`src/core/add_and_bit_defines.svh`:
```
`ifndef ADD_AND_BIT_DEFINES_SVH
`define ADD_AND_BIT_DEFINES_SVH

// Instruction word and datapath widths
`define INSTR_W        14
`define DATA_W         8
`define ADDR_W         7
`define SYNC_STAGES    3

// Instruction field positions
`define MAJ_HI         13
`define MAJ_LO         12
`define SUB_HI         11
`define SUB_LO         8
`define LIT_ADD_LO     9
`define DEST_BIT       7
`define ADDR_HI        6
`define ADDR_LO        0
`define MINOR_HI       11
`define MINOR_LO       10
`define BITSEL_HI      9
`define BITSEL_LO      7
`define LIT_HI         7
`define LIT_LO         0
`define NIBBLE_MSB     3

// Major opcode codes
`define MAJ_BYTE       2'h0
`define MAJ_BIT        2'h1
`define MAJ_LIT        2'h3

// Byte-oriented sub codes
`define SUB_ADD_REG    4'h7
`define SUB_AND_REG    4'h5

// Literal sub codes (add ignores the lowest sub bit)
`define SUB_ADD_IMM    3'h7
`define SUB_AND_IMM    4'h9

// Bit-oriented minor codes
`define MINOR_CLR      2'h0
`define MINOR_SET      2'h1
`define MINOR_SKIP_LO  2'h2
`define MINOR_SKIP_HI  2'h3

// Result target select
`define DEST_ACC       1'b0

// Reset values
`define ACC_RST        8'h00
`define ADDR_RST       7'h00
`define ONE_HOT_BIT0   8'h01

`endif

```
`src/core/add_and_bit_pkg.sv`:
```
`default_nettype none

package add_and_bit_pkg;

   // Sequencing state of the execute stage
   typedef enum logic [0:0]
   {
      ST_RUN,
      ST_SKIP
   } exec_state_t;

endpackage

`default_nettype wire

```
`src/core/add_and_bit_op_execute.sv`:
```
`include "add_and_bit_defines.svh"
`default_nettype none

// Operation
// - add immediate into accumulator, update carry flags
// - add accumulator and register, update carry flags
// - target zero accumulator, one file register
// - and immediate into accumulator, zero only
// - and register, routed by target, zero only
// - bit clear, other bits and flags kept
// - bit set, other bits and flags kept
// - skip next if tested bit low
// - skip next if tested bit high
// - bit ops decode major 01, minor codes
// - port read-modify-write uses pin levels
module add_and_bit_op_execute (
   input  wire logic                 sys_clk,       // Core clock, 250 MHz
   input  wire logic                 rst_n,         // Synchronous reset, active low
   input  wire logic [`INSTR_W-1:0]  instrWord,     // Instruction to execute
   input  wire logic                 instrValid,    // Instruction offered
   input  wire logic [`DATA_W-1:0]   fileRdData,    // Addressed file register value
   input  wire logic                 operandIsPort, // Addressed register is an I/O port
   input  wire logic [`DATA_W-1:0]   portPins,      // Asynchronous port pin levels
   output logic                      instrReady,    // Instruction accepted when valid
   output logic [`DATA_W-1:0]        accum,         // Accumulator
   output logic                      carryFlag,     // Unsigned overflow flag
   output logic                      nibbleFlag,    // Nibble overflow flag
   output logic                      zeroFlag,      // All bits low flag
   output logic                      fileWrEn,      // File register write pulse
   output logic [`ADDR_W-1:0]        fileWrAddr,    // File register write address
   output logic [`DATA_W-1:0]        fileWrData,    // File register write data
   output logic                      discardPulse   // Next instruction replaced by NOP
);

   add_and_bit_pkg::exec_state_t stateQ, stateD;      // Execute state
   logic                  readyQ, readyD;             // Accept flag
   logic [`DATA_W-1:0]    accQ, accD;                 // Accumulator
   logic                  carryQ, carryD;             // Carry flag
   logic                  nibQ, nibD;                 // Nibble carry flag
   logic                  zeroQ, zeroD;               // Zero flag
   logic                  wrEnQ, wrEnD;               // Write strobe
   logic [`ADDR_W-1:0]    wrAddrQ, wrAddrD;           // Write address
   logic [`DATA_W-1:0]    wrDataQ, wrDataD;           // Write data
   logic                  discardQ, discardD;         // Discard pulse
   logic [`DATA_W-1:0]    pinS1Q, pinS2Q, pinS3Q;     // Pin synchroniser chain
   logic [`DATA_W-1:0]    pinStableQ, pinStableD;     // Agreed pin levels
   logic [`DATA_W-1:0]    operand;                    // Register operand
   logic [`DATA_W-1:0]    addB;                       // Second addend
   logic [`DATA_W-1:0]    sum;                        // Adder sum
   logic                  sumCarry;                   // Adder carry out
   logic                  sumNib;                     // Adder nibble carry
   logic                  take;                       // Instruction taken
   logic [1:0]            major;                      // Major opcode
   logic [3:0]            sub;                        // Byte or literal sub code
   logic [1:0]            minor;                      // Bit op minor code
   logic [2:0]            bitSel;                     // Selected bit
   logic                  destSel;                    // Result target
   logic [`ADDR_W-1:0]    regAddr;                    // File register address
   logic [`DATA_W-1:0]    literal;                    // Immediate value
   logic [`DATA_W-1:0]    bitMask;                    // One-hot bit mask
   logic                  testBit;                    // Tested bit value
   logic                  isAddImm, isAndImm;         // Literal ops
   logic                  isAddReg, isAndReg;         // Byte ops
   logic                  isBitOp;                    // Bit-oriented group

   // Field extraction
   assign major   = instrWord[`MAJ_HI:`MAJ_LO];
   assign sub     = instrWord[`SUB_HI:`SUB_LO];
   assign minor   = instrWord[`MINOR_HI:`MINOR_LO];
   assign bitSel  = instrWord[`BITSEL_HI:`BITSEL_LO];
   assign destSel = instrWord[`DEST_BIT];
   assign regAddr = instrWord[`ADDR_HI:`ADDR_LO];
   assign literal = instrWord[`LIT_HI:`LIT_LO];
   assign take    = instrValid && readyQ;

   assign isBitOp  = (major == `MAJ_BIT);
   assign isAddImm = (major == `MAJ_LIT) && (instrWord[`SUB_HI:`LIT_ADD_LO] == `SUB_ADD_IMM);
   assign isAndImm = (major == `MAJ_LIT) && (sub == `SUB_AND_IMM);
   assign isAddReg = (major == `MAJ_BYTE) && (sub == `SUB_ADD_REG);
   assign isAndReg = (major == `MAJ_BYTE) && (sub == `SUB_AND_REG);

   assign operand = operandIsPort ? pinStableQ : fileRdData;
   assign addB    = (major == `MAJ_LIT) ? literal : operand;
   assign bitMask = `ONE_HOT_BIT0 << bitSel;
   assign testBit = operand[bitSel];

   // Shared adder for both add forms
   nibble_adder #(
      .WIDTH (`DATA_W),
      .NIB   (`NIBBLE_MSB + 1)
   ) u_adder (
      .opA      (accQ),
      .opB      (addB),
      .sum      (sum),
      .carryOut (sumCarry),
      .nibCarry (sumNib)
   );

   // Pin synchroniser, one per bit
   genvar gi;
   generate
      for (gi = 0; gi < `DATA_W; gi++)
      begin : g_pin
         // Accept a level once stages two and three agree
         always_comb
         begin
            pinStableD[gi] = (pinS2Q[gi] == pinS3Q[gi]) ? pinS3Q[gi] : pinStableQ[gi];
         end

         // Register chain
         always_ff @(posedge sys_clk)
         begin
            pinS1Q[gi]     <= portPins[gi];
            pinS2Q[gi]     <= pinS1Q[gi];
            pinS3Q[gi]     <= pinS2Q[gi];
            pinStableQ[gi] <= rst_n ? pinStableD[gi] : 1'b0;
         end
      end
   endgenerate

   // Next-state and datapath
   always_comb
   begin
      stateD   = stateQ;
      readyD   = 1'b1;
      accD     = accQ;
      carryD   = carryQ;
      nibD     = nibQ;
      zeroD    = zeroQ;
      wrEnD    = 1'b0;
      wrAddrD  = wrAddrQ;
      wrDataD  = wrDataQ;
      discardD = 1'b0;
      if (take)
      begin
         if (stateQ == add_and_bit_pkg::ST_SKIP)
         begin
            discardD = 1'b1;
            stateD   = add_and_bit_pkg::ST_RUN;
         end
         else if (isAddImm)
         begin
            accD   = sum;
            carryD = sumCarry;
            nibD   = sumNib;
            zeroD  = (sum == `ACC_RST);
         end
         else if (isAndImm)
         begin
            accD  = accQ & literal;
            zeroD = ((accQ & literal) == `ACC_RST);
         end
         else if (isAddReg || isAndReg)
         begin
            wrDataD = isAddReg ? sum : (accQ & operand);
            zeroD   = (wrDataD == `ACC_RST);
            if (isAddReg)
            begin
               carryD = sumCarry;
               nibD   = sumNib;
            end
            if (destSel == `DEST_ACC)
            begin
               accD = wrDataD;
            end
            else
            begin
               wrEnD   = 1'b1;
               wrAddrD = regAddr;
            end
         end
         else if (isBitOp)
         begin
            unique case (minor)
               `MINOR_CLR:
               begin
                  wrEnD   = 1'b1;
                  wrAddrD = regAddr;
                  wrDataD = operand & ~bitMask;
               end
               `MINOR_SET:
               begin
                  wrEnD   = 1'b1;
                  wrAddrD = regAddr;
                  wrDataD = operand | bitMask;
               end
               `MINOR_SKIP_LO:
               begin
                  if (!testBit)
                  begin
                     stateD = add_and_bit_pkg::ST_SKIP;
                  end
               end
               `MINOR_SKIP_HI:
               begin
                  if (testBit)
                  begin
                     stateD = add_and_bit_pkg::ST_SKIP;
                  end
               end
            endcase
         end
      end
   end

   // State registers
   always_ff @(posedge sys_clk)
   begin
      if (!rst_n)
      begin
         stateQ   <= add_and_bit_pkg::ST_RUN;
         readyQ   <= 1'b0;
         accQ     <= `ACC_RST;
         carryQ   <= 1'b0;
         nibQ     <= 1'b0;
         zeroQ    <= 1'b0;
         wrEnQ    <= 1'b0;
         wrAddrQ  <= `ADDR_RST;
         wrDataQ  <= `ACC_RST;
         discardQ <= 1'b0;
      end
      else
      begin
         stateQ   <= stateD;
         readyQ   <= readyD;
         accQ     <= accD;
         carryQ   <= carryD;
         nibQ     <= nibD;
         zeroQ    <= zeroD;
         wrEnQ    <= wrEnD;
         wrAddrQ  <= wrAddrD;
         wrDataQ  <= wrDataD;
         discardQ <= discardD;
      end
   end

   // Outputs straight from flops
   assign instrReady   = readyQ;
   assign accum        = accQ;
   assign carryFlag    = carryQ;
   assign nibbleFlag   = nibQ;
   assign zeroFlag     = zeroQ;
   assign fileWrEn     = wrEnQ;
   assign fileWrAddr   = wrAddrQ;
   assign fileWrData   = wrDataQ;
   assign discardPulse = discardQ;

   logic runTake;  // Taken outside a skip
   assign runTake = take && (stateQ == add_and_bit_pkg::ST_RUN);

   // Immediate add result and carry
   property p_add_imm;
      @(posedge sys_clk) disable iff (!rst_n)
      runTake && isAddImm |=> accQ == 8'($past(accQ) + $past(literal))
         && carryQ == (9'($past(accQ)) + 9'($past(literal)) > 9'h0ff);
   endproperty
   a_add_imm: assert property (p_add_imm) else $error("add immediate wrong");

   // Register add to file register
   property p_add_reg_file;
      @(posedge sys_clk) disable iff (!rst_n)
      runTake && isAddReg && destSel |=> wrEnQ && wrAddrQ == $past(regAddr)
         && wrDataQ == 8'($past(accQ) + $past(operand)) && $stable(accQ);
   endproperty
   a_add_reg_file: assert property (p_add_reg_file) else $error("add to file wrong");

   // Target zero keeps file untouched
   property p_dest_acc;
      @(posedge sys_clk) disable iff (!rst_n)
      runTake && (isAddReg || isAndReg) && !destSel |=> !wrEnQ && accQ == wrDataQ;
   endproperty
   a_dest_acc: assert property (p_dest_acc) else $error("target select wrong");

   // Immediate and leaves carries alone
   property p_and_imm;
      @(posedge sys_clk) disable iff (!rst_n)
      runTake && isAndImm |=> $stable(carryQ) && $stable(nibQ)
         && accQ == ($past(accQ) & $past(literal)) && zeroQ == (accQ == 8'h00);
   endproperty
   a_and_imm: assert property (p_and_imm) else $error("and immediate wrong");

   // Register and result
   property p_and_reg;
      @(posedge sys_clk) disable iff (!rst_n)
      runTake && isAndReg |=> wrDataQ == ($past(accQ) & $past(operand)) && $stable(carryQ);
   endproperty
   a_and_reg: assert property (p_and_reg) else $error("and register wrong");

   // Bit clear and set touch one bit only
   property p_bit_write;
      @(posedge sys_clk) disable iff (!rst_n)
      runTake && isBitOp && !minor[1] |=> wrEnQ && $stable(zeroQ) && $stable(carryQ)
         && wrDataQ[$past(bitSel)] == $past(minor[0])
         && (wrDataQ & ~$past(bitMask)) == ($past(operand) & ~$past(bitMask));
   endproperty
   a_bit_write: assert property (p_bit_write) else $error("bit write wrong");

   // Skip on low bit takes the NOP cycle
   property p_skip_lo;
      @(posedge sys_clk) disable iff (!rst_n)
      runTake && isBitOp && minor == `MINOR_SKIP_LO && !testBit
         |=> stateQ == add_and_bit_pkg::ST_SKIP && !wrEnQ && $stable(zeroQ);
   endproperty
   a_skip_lo: assert property (p_skip_lo) else $error("skip low missed");

   // Both skip tests: skip when the tested bit equals the minor low bit, and no skip otherwise
   property p_skip_hi;
      @(posedge sys_clk) disable iff (!rst_n)
      runTake && isBitOp && minor[1] |=> (stateQ == add_and_bit_pkg::ST_SKIP)
         == ($past(testBit) == $past(minor[0]));
   endproperty
   a_skip_hi: assert property (p_skip_hi) else $error("skip high wrong");

   // Discarded instruction changes nothing
   property p_discard;
      @(posedge sys_clk) disable iff (!rst_n)
      take && stateQ == add_and_bit_pkg::ST_SKIP |=> discardQ && !wrEnQ
         && $stable(accQ) && stateQ == add_and_bit_pkg::ST_RUN;
   endproperty
   a_discard: assert property (p_discard) else $error("discard wrong");

   // Zero flag follows add result
   property p_zero;
      @(posedge sys_clk) disable iff (!rst_n)
      runTake && isAddReg |=> zeroQ == (wrDataQ == 8'h00) && nibQ == $past(sumNib);
   endproperty
   a_zero: assert property (p_zero) else $error("zero flag wrong");

endmodule

`default_nettype wire

```
`src/core/nibble_adder.sv`:
```
`default_nettype none

// Adder giving sum, carry out of the top bit and carry out of the low nibble
module nibble_adder #(
   parameter int WIDTH = 8,   // Operand width
   parameter int NIB   = 4    // Bits below the nibble carry
)(
   input  wire logic [WIDTH-1:0] opA,       // First addend
   input  wire logic [WIDTH-1:0] opB,       // Second addend
   output logic      [WIDTH-1:0] sum,       // Truncated sum
   output logic                  carryOut,  // Carry out of top bit
   output logic                  nibCarry   // Carry out of low nibble
);

   logic [WIDTH:0] full;  // Full-width sum
   logic [NIB:0]   low;   // Low nibble sum

   // Whole-word and low-nibble additions
   always_comb
   begin
      full     = {1'b0, opA} + {1'b0, opB};
      low      = {1'b0, opA[NIB-1:0]} + {1'b0, opB[NIB-1:0]};
      sum      = full[WIDTH-1:0];
      carryOut = full[WIDTH];
      nibCarry = low[NIB];
   end

endmodule

`default_nettype wire

```
`config.mk`:
```
export PLATFORM = sky130hd
export DESIGN_NAME = add_and_bit_op_execute
export DESIGN_NICKNAME = d
export VERILOG_FILES = /design/src/core/add_and_bit_pkg.sv /design/src/core/add_and_bit_op_execute.sv /design/src/core/nibble_adder.sv
export VERILOG_INCLUDE_DIRS = /design/src /design/src/core
export SDC_FILE = /design/constraint.sdc
export NUM_CORES = 1
export LEC_CHECK = 0
export CORE_MARGIN = 2
export CORE_UTILIZATION = 45
export DETAILED_ROUTE_END_ITERATION = 16
export DONT_BUFFER_PORTS = 1
export PLACE_DENSITY = 0.71
export SKIP_LAST_GASP = 1
export SYNTH_ARGS = -nofsm -noshare
export SYNTH_HDL_FRONTEND = slang
export SYNTH_HIERARCHICAL = 1
export SYNTH_SLANG_ARGS = --single-unit
```
`constraint.sdc`:
```
create_clock -name sys_clk -period 4.5 [get_ports sys_clk]
set_clock_uncertainty 0.05 [all_clocks]
set_input_delay 0.9 -clock sys_clk [delete_from_list [all_inputs] [get_ports sys_clk]]
set_output_delay 0.9 -clock sys_clk [all_outputs]
set_load 0.02 [all_outputs]
```
==> results of run 1 <==
## registers in the layout, summed over array words and instances (netlist names)
| signal | flops |
|---|---|
| accum | 8 |
| carryFlag | 1 |
| discardPulse | 1 |
| fileWrAddr | 7 |
| fileWrData | 8 |
| fileWrEn | 1 |
| instrReady | 1 |
| nibbleFlag | 1 |
| pinS1Q | 8 |
| pinS2Q | 8 |
| pinS3Q | 8 |
| pinStableQ | 8 |
| stateQ | 1 |
| zeroFlag | 1 |
## report_power, final
| part | total (uW) | internal [uW] | switching [uW] |
|---|---|---|---|
| registers | 582 | 568 | 14.0 |
| clock network | 451 | 206 | 245 |
| logic | 118 | 49.9 | 68.5 |
## cell families (layout without fill, tap and decap cells)
family | after synthesis | in the layout | synth area share, %
DFF | 62 | 62 | 38.9
buffers and inverters | 28 | 33 | 4.04
adders and majority gates | 9 | 9 | 3.77
muxes | 24 | 24 | 8.48
xor gates and xnor gates | 6 | 6 | 1.65
and+or+nand+nor | 126 | 126 | 20.4
AOI/OAI and AO/OA | 106 | 106 | 22.7
## cell usage in the layout (no fill, tap or decap), drive strengths merged, types with 7 or more instances in the layout
cell type   n
a21oi      34
inv        15
nand3       7
nor2b       7
nand2b      7
mux2i      18
clkbuf      9
nand2      44
o211ai     22
o21ai      16
ha          8
dfxtp      62
nor2       30
## through the flow
step	hold slack [ns]	cells
2_1_floorplan	0.260	361
3_3_place_gp	0.260	446
3_5_place_dp	0.263	446
4_1_cts	0.281	462
5_1_grt	0.292	462
6_report	0.277	462
## layout make-up
class / count / area (sq um) / area share (%)
multi-input cells: 271 / 1820 / 52.8
clock inverters: 7 / 55.1 / 1.60
inverters: 11 / 41.3 / 1.20
repair buffers: 6 / 45.0 / 1.31
clock buffers: 9 / 124 / 3.60
flip-flops and latches: 62 / 1240 / 36.0
well taps: 96 / 120 / 3.49
## how the worst max path moves through the flow
stage / end / slack [ns] / depth (start not counted)
2_1_floorplan: zeroFlag$_SDFFE_PN0P_ / 0.46 / 16
3_3_place_gp: zeroFlag$_SDFFE_PN0P_ / 0.52 / 14
3_5_place_dp: zeroFlag$_SDFFE_PN0P_ / 0.43 / 14
4_1_cts: zeroFlag$_SDFFE_PN0P_ / 0.80 / 14
5_1_grt: zeroFlag$_SDFFE_PN0P_ / 0.64 / 14
6_report: zeroFlag$_SDFFE_PN0P_ / 0.78 / 14
## routing by layer
metal | up-vias | wire length [um] | share of wire [%]
met5 | - | 0 | 0
met4 | 0 | 363 | 4.2
met3 | 26 | 715 | 8.2
met2 | 100 | 3870 | 44
met1 | 1300 | 3760 | 43
li1 | 1331 | - | -
==> flow_summary.ini, run 1 <==
[critical_path]
r2r-start = pinStableQ[0]$_SDFFE_PN0N_
slowest_stage = or4_1
path_delay_family = simple AND/OR/NAND/NOR gates
crit_arrival_ns = 3.94
worstRegToRegCells = 14
critPathKind = input port to flip-flop
crit_start = operandIsPort
cp_max_fo = 9
path_cells = mux2i_1, a21oi_1, ha_1, inv_1, fa_1, nor2b_4, o21ai_2, nand2b_2, xor2_1, or4_1, or4_1, o32ai_1, mux2i_1, o21ai_1
regToRegSetupSlack_ns = 1.01
cp.required_ns = 4.72
cp-start-kind = input port
end_kind = flip-flop
crit_buf_inv = 1
critPathMaxStageDelay_ns = 0.54
rr_endpoint = zeroFlag$_SDFFE_PN0P_

[routing]
ant_nets = 0
first_iter_violations = 189
first_pass_iters = 5
vias = 2757
wl_mm = 8.71
viasPerCell = 5.97
drc = 0
routedWlPerCell_um = 18.8

[yosys]
syn_avg_cell_area_sq_um = 8.83
yosysTopAreaCell = dfxtp_1
ys_seq_elements = 62
synthTopCellsByCount = dfxtp_1, nand2_1, a21oi_1
synthTopCellsByArea = dfxtp_1, mux2i_1, a21oi_1, nand2_1, o211ai_1
ys_warn_count = 6
synth_edf_count = 0
synthArstFlopShare_pct = 0
netlist.area_leader.share_pct = 38.9
syn_nets = 404
yosysSeqAreaShare_pct = 38.9
synthCells = 361
synth.most_common_cell = dfxtp_1
synthFlopType = dfxtp_1
synth_cell_types = 64
mappedNetlistArea_sq_um = 3190

[final_layout]
drive_above_1_share_pct = 10.7
finish.instance_area_sq_um = 3440
fillers = 662
syn2layout_area_growth_pct = 8.05
finish.utilization_pct = 50.4
finalNetCount = 404
diodes = 0

[placed_design]
io_buffers = 0
gp_congestion = 0.895
hpwl_mm = 6.52
pre_cts_slack_ns = 0.427
dpl_cell_area_sq_um = 3260

[global_route]
grt_usage_pct = 23.9
antenna_found_initial = 0
grt_max_degree = 33
busiest_layer = met2
use_met1_pct = 30.5
grt_use_met3_pct = 7.26
met2_usage_pct = 35.8
grt_pass1_wl_mm = 13.8
grt_pass1_vias = 2671
grt_overflow_total = 0

[hold_path]
holdCritStartpoint = pinS1Q[2]$_DFF_P_
hold_depth = 0
min_to = pinS2Q[2]$_DFF_P_
hold_class = flip-flop to flip-flop

[clocking]
clock_latency_ns = 0.35
h-tree-depth = 3
clkTransAtPathRegs_ns = 0.07
cts_setup_buffers = 0
cts_resized = 0
clockBufferDepth = 2
clock_sink_count = 62
cts_tree = built
cts_hold_buf = 0
cts_made_buffers = 9
cts-root-buf = clkbuf_8

[timing]
worst_slack_ns = 0.785
drv_slew = 0
hold_viol = 0
min_period_ns = 3.72
relSlewSlack_pct = 26.9
worst_slew_pin_slew_ns = 1.10
period_share_pct = 82.6
setup_violations = 0
rsz0062_at_grt = false
tns_ns = 0
fmax_ghz = 0.269

[floorplanning]
fp-row-count = 30
dieArea_sq_um = 7770
core_sq_um = 6830
initial_utilization_pct = 46.6
fp.dieH_um = 88.2
die-width_um = 88.2
io_pins = 63

[run_status]
status = complete, no violations

[pwr]
pwr_density_cell_nw_per_um2 = 334
peakVddDrop_uv = 269
p_leak_uw = 0.00127
finalPower_uw = 1150

[run]
cap_violations = 0
Power figures use the tool's default switching activity.
==> run 2: changes to the inputs <==
--- a/config.mk
+++ b/config.mk
@@ -6,11 +6,12 @@
 export SDC_FILE = /design/constraint.sdc
 export NUM_CORES = 1
 export LEC_CHECK = 0
+export ABC_AREA = 1
 export CORE_MARGIN = 2
 export CORE_UTILIZATION = 45
 export DETAILED_ROUTE_END_ITERATION = 16
 export DONT_BUFFER_PORTS = 1
-export PLACE_DENSITY = 0.71
+export PLACE_DENSITY = 0.73
 export SKIP_LAST_GASP = 1
 export SYNTH_ARGS = -nofsm -noshare
 export SYNTH_HDL_FRONTEND = slang
==> constraint.sdc (replaced) <==
create_clock -name sys_clk -period 3.4 [get_ports sys_clk]
set_clock_uncertainty 0.05 [all_clocks]
set_input_delay 0.68 -clock sys_clk [delete_from_list [all_inputs] [get_ports sys_clk]]
set_output_delay 0.68 -clock sys_clk [all_outputs]
set_load 0.02 [all_outputs]
==> flow_summary.ini, run 2 <==
[critical_path]
end_kind = flip-flop
cp_max_fo = 3
cp.required_ns = 3.63
crit_arrival_ns = 3.22
cp-start-kind = input port
critPathKind = input port to flip-flop

[global_route]
antenna_found_initial = 0
use_met1_pct = 28.6
met2_usage_pct = 34.8
grt_pass1_wl_mm = 14.4
grt_overflow_total = 0
grt_use_met3_pct = 7.21
grt_pass1_vias = 2799
grt_usage_pct = 22.4
busiest_layer = met2
grt_max_degree = 30

[clocking]
clock_sink_count = 62
h-tree-depth = 3
cts_made_buffers = 9
cts-root-buf = clkbuf_8
clock_latency_ns = 0.35
cts_resized = 0
cts_tree = built
clockBufferDepth = 2
clkTransAtPathRegs_ns = 0.08
cts_hold_buf = 0
cts_setup_buffers = 0

[yosys]
synthCells = 468
netlist.area_leader.share_pct = 37.5
synthTopCellsByArea = dfxtp_1, nand2_1, o21ai_0, a21oi_1, inv_1
synth_cell_types = 44
synth.most_common_cell = nand2_1
mappedNetlistArea_sq_um = 3310
ys_warn_count = 6
yosysSeqAreaShare_pct = 37.5
syn_nets = 511
syn_avg_cell_area_sq_um = 7.06
synthArstFlopShare_pct = 0
ys_seq_elements = 62
synth_edf_count = 0
synthTopCellsByCount = nand2_1, dfxtp_1, inv_1
yosysTopAreaCell = dfxtp_1
synthFlopType = dfxtp_1

[routing]
wl_mm = 8.79
ant_nets = 0
first_pass_iters = 5
first_iter_violations = 363
vias = 3095
viasPerCell = 5.40
routedWlPerCell_um = 15.3
drc = 0

[floorplanning]
initial_utilization_pct = 46.1
io_pins = 63
die-width_um = 89.7
fp.dieH_um = 89.7
fp-row-count = 31
core_sq_um = 7180
dieArea_sq_um = 8050

[timing]
tns_ns = 0
setup_violations = 0
worst_slew_pin_slew_ns = 0.559
drv_slew = 0
period_share_pct = 87.8
fmax_ghz = 0.335
rsz0062_at_grt = false
hold_slack_ns = 0.272
hold_viol = 0
relSlewSlack_pct = 62.4
min_period_ns = 2.99

[pwr]
peakVddDrop_uv = 305
pwr_density_cell_nw_per_um2 = 433
p_leak_uw = 0.00164

[final_layout]
final_common_cell = nand2_1
finalNetCount = 512
final_cell_mix = nand2_1, dfxtp_1, inv_1, o21ai_0, a21oi_1
diodes = 0
syn2layout_area_growth_pct = 7.08
drive_above_1_share_pct = 10.1

[hold_path]
hold_class = flip-flop to flip-flop

[placed_design]
io_buffers = 0
gp_congestion = 0.950
hpwl_mm = 6.81

[run_status]
status = complete, no violations

[run]
cap_violations = 0
run 2: through the flow:
step / total power, uW / cell area (sq um) / util [%] / cells / setup slack (ns)
after floorplan: 919 / 3310 / - / 468 / 0.494
after global placement: 949 / 3360 / 46.8 / 557 / 0.253
after detailed placement: 953 / 3360 / 46.8 / 557 / 0.108
after CTS: 1540 / 3540 / 49.3 / 573 / 0.472
after global routing: 1610 / 3540 / 49.3 / 573 / 0.243
final: 1530 / 3540 / 49.3 / 573 / 0.414
run 2: cells by family after synthesis:
kind of cell / synth area share (%)
AOI/OAI and AO/OA: 19.5
xor gates and xnor gates: 0.795
adders and majority gates: 3.63
buffers and inverters: 9.08
DFF: 37.5
and+or+nand+nor: 29.4
run 2: area by class of cell:
type / instances / area, sq um
clock buffer: 9 / 124
clock inverter: 7 / 55.1
fill: 740 / 3640
inverter: 53 / 216
multi-input combinational: 341 / 1760
sequential: 62 / 1240
tap: 99 / 124
timing repair buffer: 2 / 15.0
run 2: worst max-delay path, stage by stage:
cell,delay [ns]
inv_1,0.03
o21ai_0,0.45
nand2_1,0.10
o21ai_0,0.10
ha_1,0.19
inv_1,0.06
fa_1,0.46
inv_1,0.07
nand2_1,0.04
nand2_1,0.07
nand3_1,0.09
nand3_1,0.08
nand2_1,0.09
nor4_1,0.31
nand3_1,0.10
o21ai_1,0.10
nor2_1,0.06
a21oi_1,0.13
run 2: final timing paths:
| path | depth (start not counted) | to | startpoint | slack, ns |
|---|---|---|---|---|
| max reg2reg | 18 | zeroFlag$_SDFFE_PN0P_ | pinStableQ[0]$_SDFFE_PN0N_ | 0.58 |
| min reg2reg | 0 | pinS2Q[4]$_DFF_P_ | pinS1Q[4]$_DFF_P_ | 0.27 |
| max | 18 | zeroFlag$_SDFFE_PN0P_ | fileRdData[0] | 0.41 |
| min | 0 | pinS2Q[4]$_DFF_P_ | pinS1Q[4]$_DFF_P_ | 0.27 |
run 2: report_power, final:
part / switching [uW] / leakage [uW] / internal [uW]
registers: 21.8 / 0.000511 / 752
clock network: 322 / 0.0000870 / 273
logic: 112 / 0.00104 / 54.0
total: 455 / 0.00164 / 1080
run 2: layer usage:
metal | share of wire, % | wire length, um | vias to the layer above
met5 | 0 | 0 | -
met4 | 3.8 | 335 | 0
met3 | 10 | 894 | 29
met2 | 44 | 3840 | 155
met1 | 42 | 3710 | 1375
li1 | - | - | 1536
